## config.mk

```make
export PLATFORM = sky130hd
export DESIGN_NAME = pin_edge_interrupt_controller
export DESIGN_NICKNAME = d
export VERILOG_FILES = /design/src/pin_irq_pkg.sv /design/src/lowest_pending.sv /design/src/pin_edge_interrupt_controller.sv
export VERILOG_INCLUDE_DIRS = /design/src /design/src/src
export SDC_FILE = /design/constraint.sdc
export NUM_CORES = 1
export LEC_CHECK = 0
export ABC_AREA = 1
export BUFFER_PORTS_ARGS = -buffer_cell sky130_fd_sc_hd__buf_2
export CAP_MARGIN = 0
export CELL_PAD_IN_SITES_DETAIL_PLACEMENT = 1
export CELL_PAD_IN_SITES_GLOBAL_PLACEMENT = 1
export CORE_UTILIZATION = 40
export CTS_BUF_LIST = sky130_fd_sc_hd__clkbuf_4
export DETAILED_ROUTE_END_ITERATION = 10
export MAX_ROUTING_LAYER = met4
export PLACE_DENSITY = 0.85
export SYNTH_ARGS = -nofsm -noshare
export SYNTH_HDL_FRONTEND = slang
export SYNTH_HIERARCHICAL = 1
export SYNTH_SLANG_ARGS = --single-unit
```

## constraint.sdc

```tcl
create_clock -name clk -period 2.68 [get_ports clk]
set_clock_uncertainty 0.2 [all_clocks]
set_input_delay 0.268 -clock clk [delete_from_list [all_inputs] [get_ports clk]]
set_output_delay 0.268 -clock clk [all_outputs]
set_load 0.01 [all_outputs]
```

## src/pin_irq_consts.svh

```systemverilog
// register offsets, reset values and field layout of the pin interrupt block
`ifndef PIN_IRQ_CONSTS_SVH
`define PIN_IRQ_CONSTS_SVH
`define OFS_BOTH_EDGE 8'h08
`define OFS_POLARITY 8'h0c
`define OFS_ENA_SET 8'h10
`define OFS_ENA_CLR 8'h14
`define OFS_PRI_HIGH 8'h18
`define OFS_PRI_LOW 8'h1c
`define OFS_FLAGS 8'h20
`define OFS_HIGH_INDEX 8'h24
`define OFS_LOW_INDEX 8'h28
`define OFS_HIGH_MON 8'h2c
`define OFS_LOW_MON 8'h30
`define REG_RESET 32'h0000_0000
`define CODE_NONE 6'h00
`define CODE_W 6
`define CODE_PAD 26
`endif

```

## src/pin_irq_pkg.sv

```systemverilog
// types shared by the pin interrupt block
package pin_irq_pkg;
  typedef enum logic [1:0] {
    ACC_IDLE = 2'h0,
    ACC_READ = 2'h1,
    ACC_WRITE = 2'h3
  } bus_phase_t;
  typedef logic [5:0] irq_code_t;
endpackage
```

## src/lowest_pending.sv

```systemverilog
// finds the lowest numbered pending request and encodes it as index plus one
`timescale 1ns/10ps
`include "pin_irq_consts.svh"
module lowest_pending
  import pin_irq_pkg::*;
#(
  parameter int PINS = 32
) (
  input wire logic [PINS-1:0] pending,
  output irq_code_t code,
  output logic [PINS-1:0] onehot
);

  // scan from the top so the lowest index wins last
  always_comb begin
    code = `CODE_NONE;
    onehot = '0;
    for (int i = PINS - 1; i >= 0; i--) begin
      if (pending[i]) begin
        code = irq_code_t'(i + 1);
        onehot = '0;
        onehot[i] = 1'b1;
      end
    end
  end

endmodule // lowest_pending

```

## src/pin_edge_interrupt_controller.sv

```systemverilog
// pin edge interrupt controller: detection, flags, enables, priority and offsets
`timescale 1ns/10ps
`include "pin_irq_consts.svh"
module pin_edge_interrupt_controller
  import pin_irq_pkg::*;
#(
  parameter int PINS = 32
) (
  input wire logic clk,
  input wire logic rst,
  input wire logic [PINS-1:0] irq_pins,
  input wire logic low_power,
  input wire logic emu_mode,
  input wire logic [7:0] addr,
  input wire logic rd,
  input wire logic wr,
  input wire logic [31:0] wdata,
  output logic [31:0] rdata,
  output logic high_req,
  output logic low_req
);

  // control state
  logic [PINS-1:0] both_edge_q, both_edge_d;
  logic [PINS-1:0] polarity_q, polarity_d;
  logic [PINS-1:0] enable_q, enable_d;
  logic [PINS-1:0] high_pri_q, high_pri_d;
  // event state
  logic [PINS-1:0] flags_q, flags_d;
  logic [PINS-1:0] pin_prev_q, pin_prev_d;
  // index registers with one-hot twins, so a read clears the flag it reports
  irq_code_t high_index_q, high_index_d;
  irq_code_t low_index_q, low_index_d;
  logic [PINS-1:0] high_sel_q, high_sel_d;
  logic [PINS-1:0] low_sel_q, low_sel_d;
  // output flops
  logic [31:0] rdata_q, rdata_d;
  logic high_req_q, high_req_d;
  logic low_req_q, low_req_d;
  // combinational helpers
  bus_phase_t phase;
  logic [PINS-1:0] rise, fall;
  logic [PINS-1:0] hit, high_pend, low_pend, high_one, low_one, ack_clr;
  irq_code_t high_code, low_code;

  // zero extend a pin vector to the bus width
  function automatic logic [31:0] widen(input logic [PINS-1:0] v);
    logic [31:0] r;
    r = '0;
    r[PINS-1:0] = v;
    return r;
  endfunction

  // index words carry the code in the low bits, the rest read zero
  function automatic logic [31:0] code_word(input irq_code_t c);
    return {{`CODE_PAD{1'b0}}, c};
  endfunction

  // a plain read of offset o outside debug; only such reads acknowledge
  function automatic logic is_ack_read(input bus_phase_t ph, input logic emu,
    input logic [7:0] a, input logic [7:0] o);
    return ph == ACC_READ && !emu && a == o;
  endfunction

  // bus phase for this cycle; a write beats a read if both are raised
  always_comb begin
    if (wr) begin
      phase = ACC_WRITE;
    end else if (rd) begin
      phase = ACC_READ;
    end else begin
      phase = ACC_IDLE;
    end
  end

  // pin history next value and raw transitions against the last sample
  always_comb begin
    pin_prev_d = irq_pins;
    rise = irq_pins & ~pin_prev_q;
    fall = ~irq_pins & pin_prev_q;
  end

  // transition detect
  // pins are sampled once per clock, so a level held one clock is seen
  // low power ignores both-edge select and keeps setting while the level holds
  always_comb begin
    for (int i = 0; i < PINS; i++) begin
      if (low_power) begin
        hit[i] = polarity_q[i] ? irq_pins[i] : ~irq_pins[i];
      end else if (both_edge_q[i]) begin
        hit[i] = rise[i] | fall[i];
      end else if (polarity_q[i]) begin
        hit[i] = rise[i];
      end else begin
        hit[i] = fall[i];
      end
    end
  end

  // group split and lowest index pick
  assign high_pend = flags_q & enable_q & high_pri_q;
  assign low_pend = flags_q & enable_q & ~high_pri_q;

  // high group pick
  lowest_pending #(
    .PINS(PINS)
  ) u_high_pick (
    .pending(high_pend),
    .code(high_code),
    .onehot(high_one)
  );

  // low group pick
  lowest_pending #(
    .PINS(PINS)
  ) u_low_pick (
    .pending(low_pend),
    .code(low_code),
    .onehot(low_one)
  );

  // acknowledge by index read
  // clears the flag the register shows, not the live pick, which may have
  // moved on since the register was loaded
  always_comb begin
    ack_clr = '0;
    if (is_ack_read(phase, emu_mode, addr, `OFS_HIGH_INDEX)) begin
      ack_clr = high_sel_q;
    end else if (is_ack_read(phase, emu_mode, addr, `OFS_LOW_INDEX)) begin
      ack_clr = low_sel_q;
    end
  end

  // control register and flag next state
  always_comb begin
    both_edge_d = both_edge_q;
    polarity_d = polarity_q;
    enable_d = enable_q;
    high_pri_d = high_pri_q;
    flags_d = flags_q & ~ack_clr;
    // index and monitor offsets match no branch, so writes there are lost
    if (phase == ACC_WRITE) begin
      if (addr == `OFS_BOTH_EDGE) begin
        both_edge_d = wdata[PINS-1:0];
      end else if (addr == `OFS_POLARITY) begin
        polarity_d = wdata[PINS-1:0];
      end else if (addr == `OFS_ENA_SET) begin
        enable_d = enable_q | wdata[PINS-1:0];
      end else if (addr == `OFS_ENA_CLR) begin
        enable_d = enable_q & ~wdata[PINS-1:0];
      end else if (addr == `OFS_PRI_HIGH) begin
        high_pri_d = high_pri_q | wdata[PINS-1:0];
      end else if (addr == `OFS_PRI_LOW) begin
        high_pri_d = high_pri_q & ~wdata[PINS-1:0];
      end else if (addr == `OFS_FLAGS) begin
        flags_d = flags_d & ~wdata[PINS-1:0];
      end
    end
    // sticky set wins over any clear
    flags_d = flags_d | hit;
  end

  // index registers track pending codes
  // a normal read empties the register; the next pick reloads it after
  always_comb begin
    high_index_d = high_code;
    low_index_d = low_code;
    high_sel_d = high_one;
    low_sel_d = low_one;
    if (is_ack_read(phase, emu_mode, addr, `OFS_HIGH_INDEX)) begin
      high_index_d = `CODE_NONE;
      high_sel_d = '0;
    end
    if (is_ack_read(phase, emu_mode, addr, `OFS_LOW_INDEX)) begin
      low_index_d = `CODE_NONE;
      low_sel_d = '0;
    end
  end

  // read mux, registered; unmapped offsets read zero
  always_comb begin
    rdata_d = `REG_RESET;
    if (phase == ACC_READ) begin
      if (addr == `OFS_BOTH_EDGE) begin
        rdata_d = widen(both_edge_q);
      end else if (addr == `OFS_POLARITY) begin
        rdata_d = widen(polarity_q);
        // set and clear offsets both read back the live register
      end else if (addr == `OFS_ENA_SET || addr == `OFS_ENA_CLR) begin
        rdata_d = widen(enable_q);
      end else if (addr == `OFS_PRI_HIGH || addr == `OFS_PRI_LOW) begin
        rdata_d = widen(high_pri_q);
      end else if (addr == `OFS_FLAGS) begin
        rdata_d = widen(flags_q);
      end else if (addr == `OFS_HIGH_INDEX) begin
        rdata_d = code_word(high_index_q);
      end else if (addr == `OFS_LOW_INDEX) begin
        rdata_d = code_word(low_index_q);
      end else if (addr == `OFS_HIGH_MON) begin
        rdata_d = code_word(high_index_q);
      end else if (addr == `OFS_LOW_MON) begin
        rdata_d = code_word(low_index_q);
      end
    end
  end

  // request lines; masking is left to the manager
  // built from next values so a line rises with its flag, not a clock later
  always_comb begin
    high_req_d = |(flags_d & enable_d & high_pri_d);
    low_req_d = |(flags_d & enable_d & ~high_pri_d);
  end

  // control registers, all zero on reset
  always_ff @(posedge clk) begin
    if (rst) begin
      both_edge_q <= '0;
      polarity_q <= '0;
      enable_q <= '0;
      high_pri_q <= '0;
    end else begin
      both_edge_q <= both_edge_d;
      polarity_q <= polarity_d;
      enable_q <= enable_d;
      high_pri_q <= high_pri_d;
    end
  end

  // flags and pin history; a low history means a pin already high at
  // release counts as a rising edge on the first clock
  always_ff @(posedge clk) begin
    if (rst) begin
      flags_q <= '0;
      pin_prev_q <= '0;
    end else begin
      flags_q <= flags_d;
      pin_prev_q <= pin_prev_d;
    end
  end

  // index registers and their one-hot twins
  always_ff @(posedge clk) begin
    if (rst) begin
      high_index_q <= `CODE_NONE;
      low_index_q <= `CODE_NONE;
      high_sel_q <= '0;
      low_sel_q <= '0;
    end else begin
      high_index_q <= high_index_d;
      low_index_q <= low_index_d;
      high_sel_q <= high_sel_d;
      low_sel_q <= low_sel_d;
    end
  end

  // read data and request lines, registered so outputs leave flops
  always_ff @(posedge clk) begin
    if (rst) begin
      rdata_q <= `REG_RESET;
      high_req_q <= 1'b0;
      low_req_q <= 1'b0;
    end else begin
      rdata_q <= rdata_d;
      high_req_q <= high_req_d;
      low_req_q <= low_req_d;
    end
  end

  // outputs straight from their flops
  assign rdata = rdata_q;
  assign high_req = high_req_q;
  assign low_req = low_req_q;

endmodule // pin_edge_interrupt_controller

```

==> results of run 1 <==
## worst reg2reg max path, cell delays in order, from the launching register on
cell	delay, ns
dfxtp_1	0.37
inv_1	0.07
ha_1	0.20
nand2_1	0.10
a21oi_1	0.07
o22ai_1	0.64
nand2_1	0.19
nand3_1	0.16
nand2_1	0.06
nor2_1	0.09
nand2_1	0.08
nor2_1	0.21
a21oi_1	0.10
## per-layer routing
layer  GRT usage  vias to the layer above
met5           -                        -
met2       0.616                     1143
met4       0.341                        0
met3       0.102                      465
met1       0.423                    10689
li1            -                     9842
## worst paths after layout
check | from | to | slack (ns) | cells past startpoint
max | pin_prev_q[7] | low_req | -0.006 | 12
min | addr[3] | flags_q[3] | 0.03 | 7
max reg2reg | pin_prev_q[7] | low_req | -0.006 | 12
min reg2reg | both_edge_q[0] | both_edge_q[0] | 0.31 | 2
## Yosys cell counts (3+ instances only)
cell type / count / area [sq um]
nor2_1: 364 / 1370
clkinv_1: 6 / 22.5
nand2_1: 563 / 2110
o211ai_1: 5 / 37.5
nor4_1: 16 / 100
inv_2: 31 / 116
nor3_1: 88 / 440
a21oi_1: 211 / 1060
nand4_1: 40 / 250
buf_1: 9 / 33.8
buf_4: 14 / 105
nand2_4: 4 / 45.0
a31oi_1: 14 / 87.6
nand2_2: 4 / 25.0
nand3_1: 143 / 716
dfxtp_1: 302 / 6050
o221ai_1: 14 / 123
o21ai_0: 207 / 1040
clkbuf_1: 59 / 221
a221oi_1: 7 / 61.3
xnor2_1: 10 / 87.6
o22ai_1: 36 / 225
buf_6: 7 / 78.8
inv_1: 462 / 1730
o31ai_1: 3 / 22.5
ha_1: 64 / 801
nand3_2: 4 / 40.0
a21boi_1: 8 / 60.1
nor3_2: 4 / 40.0
nor2_2: 9 / 56.3
nor2_4: 13 / 146
buf_2: 25 / 125
o2111ai_1: 5 / 43.8
o21ai_1: 66 / 330
## area by class of cell
type,instances,area share
Antenna cell,8,0.000894
Clock buffer,127,0.0426
Clock inverter,21,0.00586
Inverter,500,0.0838
Multi-Input combinational cell,1916,0.426
Sequential cell,302,0.270
Tap cell,592,0.0331
Timing Repair Buffer,385,0.138
## cell usage in the layout (no fill, tap or decap), types with 17 or more instances in the layout
cell           synthesis  final
nand2_1              563    563
inv_1                462    461
nor2_1               364    361
dfxtp_1              302    301
a21oi_1              211    210
o21ai_0              207    204
buf_4                 14    153
nand3_1              143    143
clkbuf_4               0    127
buf_2                 25    110
dlygate4sd3_1          0    105
nor3_1                88     81
o21ai_1               66     68
ha_1                  64     64
nand4_1               40     40
o22ai_1               36     35
inv_2                 31     33
clkinv_1               6     24
buf_12                 0     17
## repair_timing
item	4_1_cts	5_1_grt
endpoints found under the setup margin	1	12
endpoints found under the hold margin	238	0
resized for setup	1	19
hold buffers	105	0
pin swaps	0	1
## cell families after synthesis
| family | count (synthesis) | synth area share |
|---|---|---|
| AO/OA/AOI/OAI | 579 | 0.173 |
| XOR/XNOR | 10 | 0.00488 |
| adder cells (fa/ha/maj) | 64 | 0.0446 |
| buffers and inverters | 614 | 0.136 |
| flip-flops | 302 | 0.337 |
| multiplexers | 1 | 0.000558 |
| AND/OR/NAND/NOR | 1262 | 0.304 |
## stage by stage
step,hold slack [ns],instances
after global routing,0.0444,3851
final,0.0260,3851
after detailed placement,0.293,3590
after floorplan,0.197,2832
after CTS,0.00917,3843
after global placement,0.276,3590
## power by group through the flow
stage	logic (mW)	registers, mW	clock network (mW)
after floorplan	0.459	4.69	0
after global placement	0.852	4.70	0
after detailed placement	0.896	4.71	0
after CTS	1.02	4.61	4.58
after global routing	1.17	4.62	4.90
final	1.10	4.62	4.68
==> qor.yml, run 1 <==
clk_root_buffer_cell: "clkbuf_4"
status: "complete, but fails checks"
multi_input_area_sq_mm: 0.00954
end_kind: "register"
dieArea_sq_mm: 0.0457
synth-main-ff-cell: "dfxtp_1"
worst_pin_slew_ns: 0.836
nets: 3335
cp_slowest_cell: "o22ai_1"
place_ws_ns: -0.214
post-route-period-util: 1.00
ys_types: 44
place_congestion: 0.979
wl_met3_um: 7110
clock_power_share: 0.450
dr.pass1.iters: 6
async_flop_share: 0
hold_class: "in -> reg"
drv_slew: 0
wl_um: 87900
clock_path_buffers: 3
num_rows: 77
switching_power_mw: 3.11
p_int_mw: 7.29
dp_hpwl_um: 58500
crit_type: "reg -> reg"
drt_iter0_drc: 1855
syn_inst: 2832
die_h_um: 214
grt_pass1_vias: 23310
fmax_mhz: 372
drcViolationCount: 0
postCtsSetupRepairBufs: 0
clock_latency_ns: 0.89
p_per_area_mw_per_mm2: 464
synth_area_sq_mm: 0.0180
crit_arrival_ns: 3.20
synth_edf_count: 0
min_period_ns: 2.69
syn_avg_cell_area_sq_um: 6.34
p_comb_frac: 0.106
syn_nets: 2974
fin_tns_setup_ns: -0.00641
seqPwrFrac: 0.444
wl_met1_um: 32400
cts.sinks: 302
yosysSeqAreaShare: 0.337
violations: "negative setup slack"
portBuffers: 111
postPlaceCellArea_sq_mm: 0.0202
core_sq_mm: 0.0442
total_power_mw: 10.4
grt_pass1_wl_um: 132000
crit_required_ns: 3.19
post_drt_wl_per_cell_um: 22.8
start_util: 0.406
viasPerCell: 5.75
vias: 22139
ant_nets: 0
relSlewSlack: 0.443
worstPathMaxFanout: 2
track_usage: 0.397
sw_frac_of_total: 0.299
ys_seq_elements: 302
cap_viol_max_count: 0
setup_violations: 1
gr-total-overflow: 0
path_cells: "inv_1 -> ha_1 -> nand2_1 -> a21oi_1 -> o22ai_1 -> nand2_1 -> nand3_1 -> nand2_1 -> nor2_1 -> nand2_1 -> nor2_1 -> a21oi_1"
peakVddDrop_uv: 344
cpPeakStageDelay_ns: 0.64
hold_viol: 0
grt_max_degree: 122
drive_gt1_frac: 0.155
area_delta_synth_final_pct: 24.8
dieWidth_um: 214
setup_ws_ns: -0.00641
cts_buffers: 88
worst_path_most_repeated_cell: "nand2_1"
ios: 112
h-tree-depth: 3
cts_tree: "built"
ys_warn_count: 6
clk_pin_slew_worst_paths_ns: 0.08
stdcell_area_sq_mm: 0.0224
start_kind: "register"
leakagePower_nw: 10.2
fillers: 5953
path_delay_family: "simple AND/OR/NAND/NOR gates"
rsz0062_at_grt: "yes"
met2_length_um: 39900
register_area_sq_mm: 0.00605
cp.buffers_inverters: 1
top_layer_used: "met4"
utilization: 0.507
antenna_found_initial: 7
Note: power is estimated with default switching activity, not from simulation.
==> run 2: changes to the inputs <==
clock period = 3.2 ns   (was 2.68 ns; I/O delays follow)
==> run 2 against run 1 <==
The run now ends clean. Design area shrank 5.2%. Via count down 5.7%. Die area is the same. Combinational power is 26% lower. Non-clock buffer count is 117 lower. Clock-buffer cell count rose by 1. Cell count is 3.0% lower. Setup slack improved by 0.091 ns. Largest cell class unchanged. Largest power group is now sequential cells.
==> qor.yml, run 2 (synthesis gave the netlist of run 1 again) <==
cts_buffers: 86
nets: 3216
postCtsSetupRepairBufs: 0
area_delta_synth_final_pct: 18.3
path_cells: "dlygate4sd3_1 -> buf_2 -> inv_1 -> nand2_4 -> nor2_8 -> nand2_1 -> nand2_1 -> nor2_4 -> buf_4 -> nand4_1 -> nand2_1 -> dlygate4sd3_1 -> inv_1 -> nand3_1 -> nand2_1 -> nor2_1 -> nand2_1 -> nor2_2 -> a21oi_1"
setup_violations: 0
hold_class: "in -> reg"
cpPeakStageDelay_ns: 0.57
leakagePower_nw: 9.56
cts_tree: "built"
mostFrequentLayoutCells: "563 x nand2_1, 462 x inv_1, 362 x nor2_1"
ios: 112
dieWidth_um: 214
clk_root_buffer_cell: "clkbuf_4"
path_delay_family: "buffers and inverters"
gr-total-overflow: 0
end_kind: "register"
crit_type: "in -> reg"
rsz0062_at_grt: "no"
post-route-period-util: 0.973
cp.buffers_inverters: 6
drv_slew: 0
clk_pin_slew_worst_paths_ns: 0.06
final_common_cell: "nand2_1"
die_h_um: 214
drcViolationCount: 0
viasPerCell: 5.59
portBuffers: 111
place_congestion: 0.978
wl_met1_um: 30700
stdcell_count: 3734
p_per_area_mw_per_mm2: 398
worst_path_most_repeated_cell: "nand2_1"
clock_latency_ns: 0.83
core_sq_mm: 0.0442
track_usage: 0.354
post_drt_wl_per_cell_um: 21.3
peakVddDrop_uv: 326
drt_iter0_drc: 1569
dp_hpwl_um: 55900
min_period_ns: 3.11
clock_path_buffers: 3
vias: 20879
grt_pass1_wl_um: 119000
hold_viol: 0
grt_max_degree: 105
crit_required_ns: 3.68
start_kind: "primary input"
wl_um: 79400
status: "complete, no violations"
cts.sinks: 302
h-tree-depth: 3
met2_length_um: 37200
grt_pass1_vias: 21726
wl_met3_um: 5170
start_util: 0.406
fin_tns_setup_ns: 0
hold_slack_ns: 0.0587
crit_arrival_ns: 3.60
cp_slowest_cell: "dlygate4sd3_1"
fmax_mhz: 321
drive_gt1_frac: 0.130
relSlewSlack: 0.366
top_layer_used: "met4"
ant_nets: 0
worstPathMaxFanout: 9
numPlacedInstances: 3505
cap_viol_max_count: 0
total_power_mw: 8.44
dr.pass1.iters: 5
dieArea_sq_mm: 0.0457
antenna_found_initial: 2
worst_pin_slew_ns: 0.950
num_rows: 77
[run 2: changes by cell type in the layout (fill, tap and decap cells not counted), moves of 3 or more]
cell | before | now
buf_12 | 17 | 7
buf_4 | 153 | 78
diode_2 | 8 | 3
dlygate4sd3_1 | 105 | 73
nor3_1 | 81 | 88
nor3_2 | 10 | 4
o21ai_0 | 204 | 207
[run 2: worst reg2reg max path, cell delays in order, from the launching register on]
cell and delay [ns]:
dfxtp_1 0.33, ha_1 0.30, o21ai_0 0.14, o22ai_1 0.58
nand2_1 0.20, nand3_1 0.13, nand2_1 0.06, nor2_1 0.18
nand2_1 0.08, nor2_1 0.36, a21oi_1 0.13
[run 2: cell type report]
class	instances	area, sq um
fillers	5987	23000
multi-input cells	1916	9470
flip-flops and latches	302	6050
repair buffers	268	2010
inverters	500	1880
clock buffers	128	961
well taps	592	741
clock inverters	25	121
diodes	3	7.51
[run 2: final timing paths]
kind                                      from        endpoint  slack, ns  cells after the start
worst max register to register  pin_prev_q[16]        high_req       0.39                     10
worst min-delay path                   addr[0]     flags_q[21]       0.06                      7
worst min register to register  both_edge_q[4]  both_edge_q[4]       0.29                      2
worst max-delay path                   addr[1]         low_req       0.09                     19
[run 2: where the power goes]
group          switching, mW  internal (mW)  total [mW]
clock network           1.86           1.90        3.76
registers             0.0402           3.82        3.86
logic                  0.554          0.265       0.819
total                   2.46           5.99        8.44
[run 2: routing by layer]
| metal | track usage | up-vias |
|---|---|---|
| met5 | - | - |
| met3 | 0.0696 | 346 |
| met4 | 0.263 | 0 |
| met2 | 0.577 | 899 |
| li1 | - | 9608 |
| met1 | 0.382 | 10026 |
[run 2: repair_timing]
item,4_1_cts,5_1_grt
endpoints found under the setup margin,0,1
hold buffers,73,0
gates resized for setup,0,1
hold endpoints to repair,200,0
[run 2: metrics by stage]
stage	setup WS [ns]	utilization	cell area, sq um
5_1_grt	0.0515	0.480	21200
2_1_floorplan	1.10	-	18000
6_report	0.0850	0.480	21200
3_5_place_dp	-0.00380	0.439	19400
4_1_cts	0.123	0.480	21200
3_3_place_gp	0.120	0.439	19400
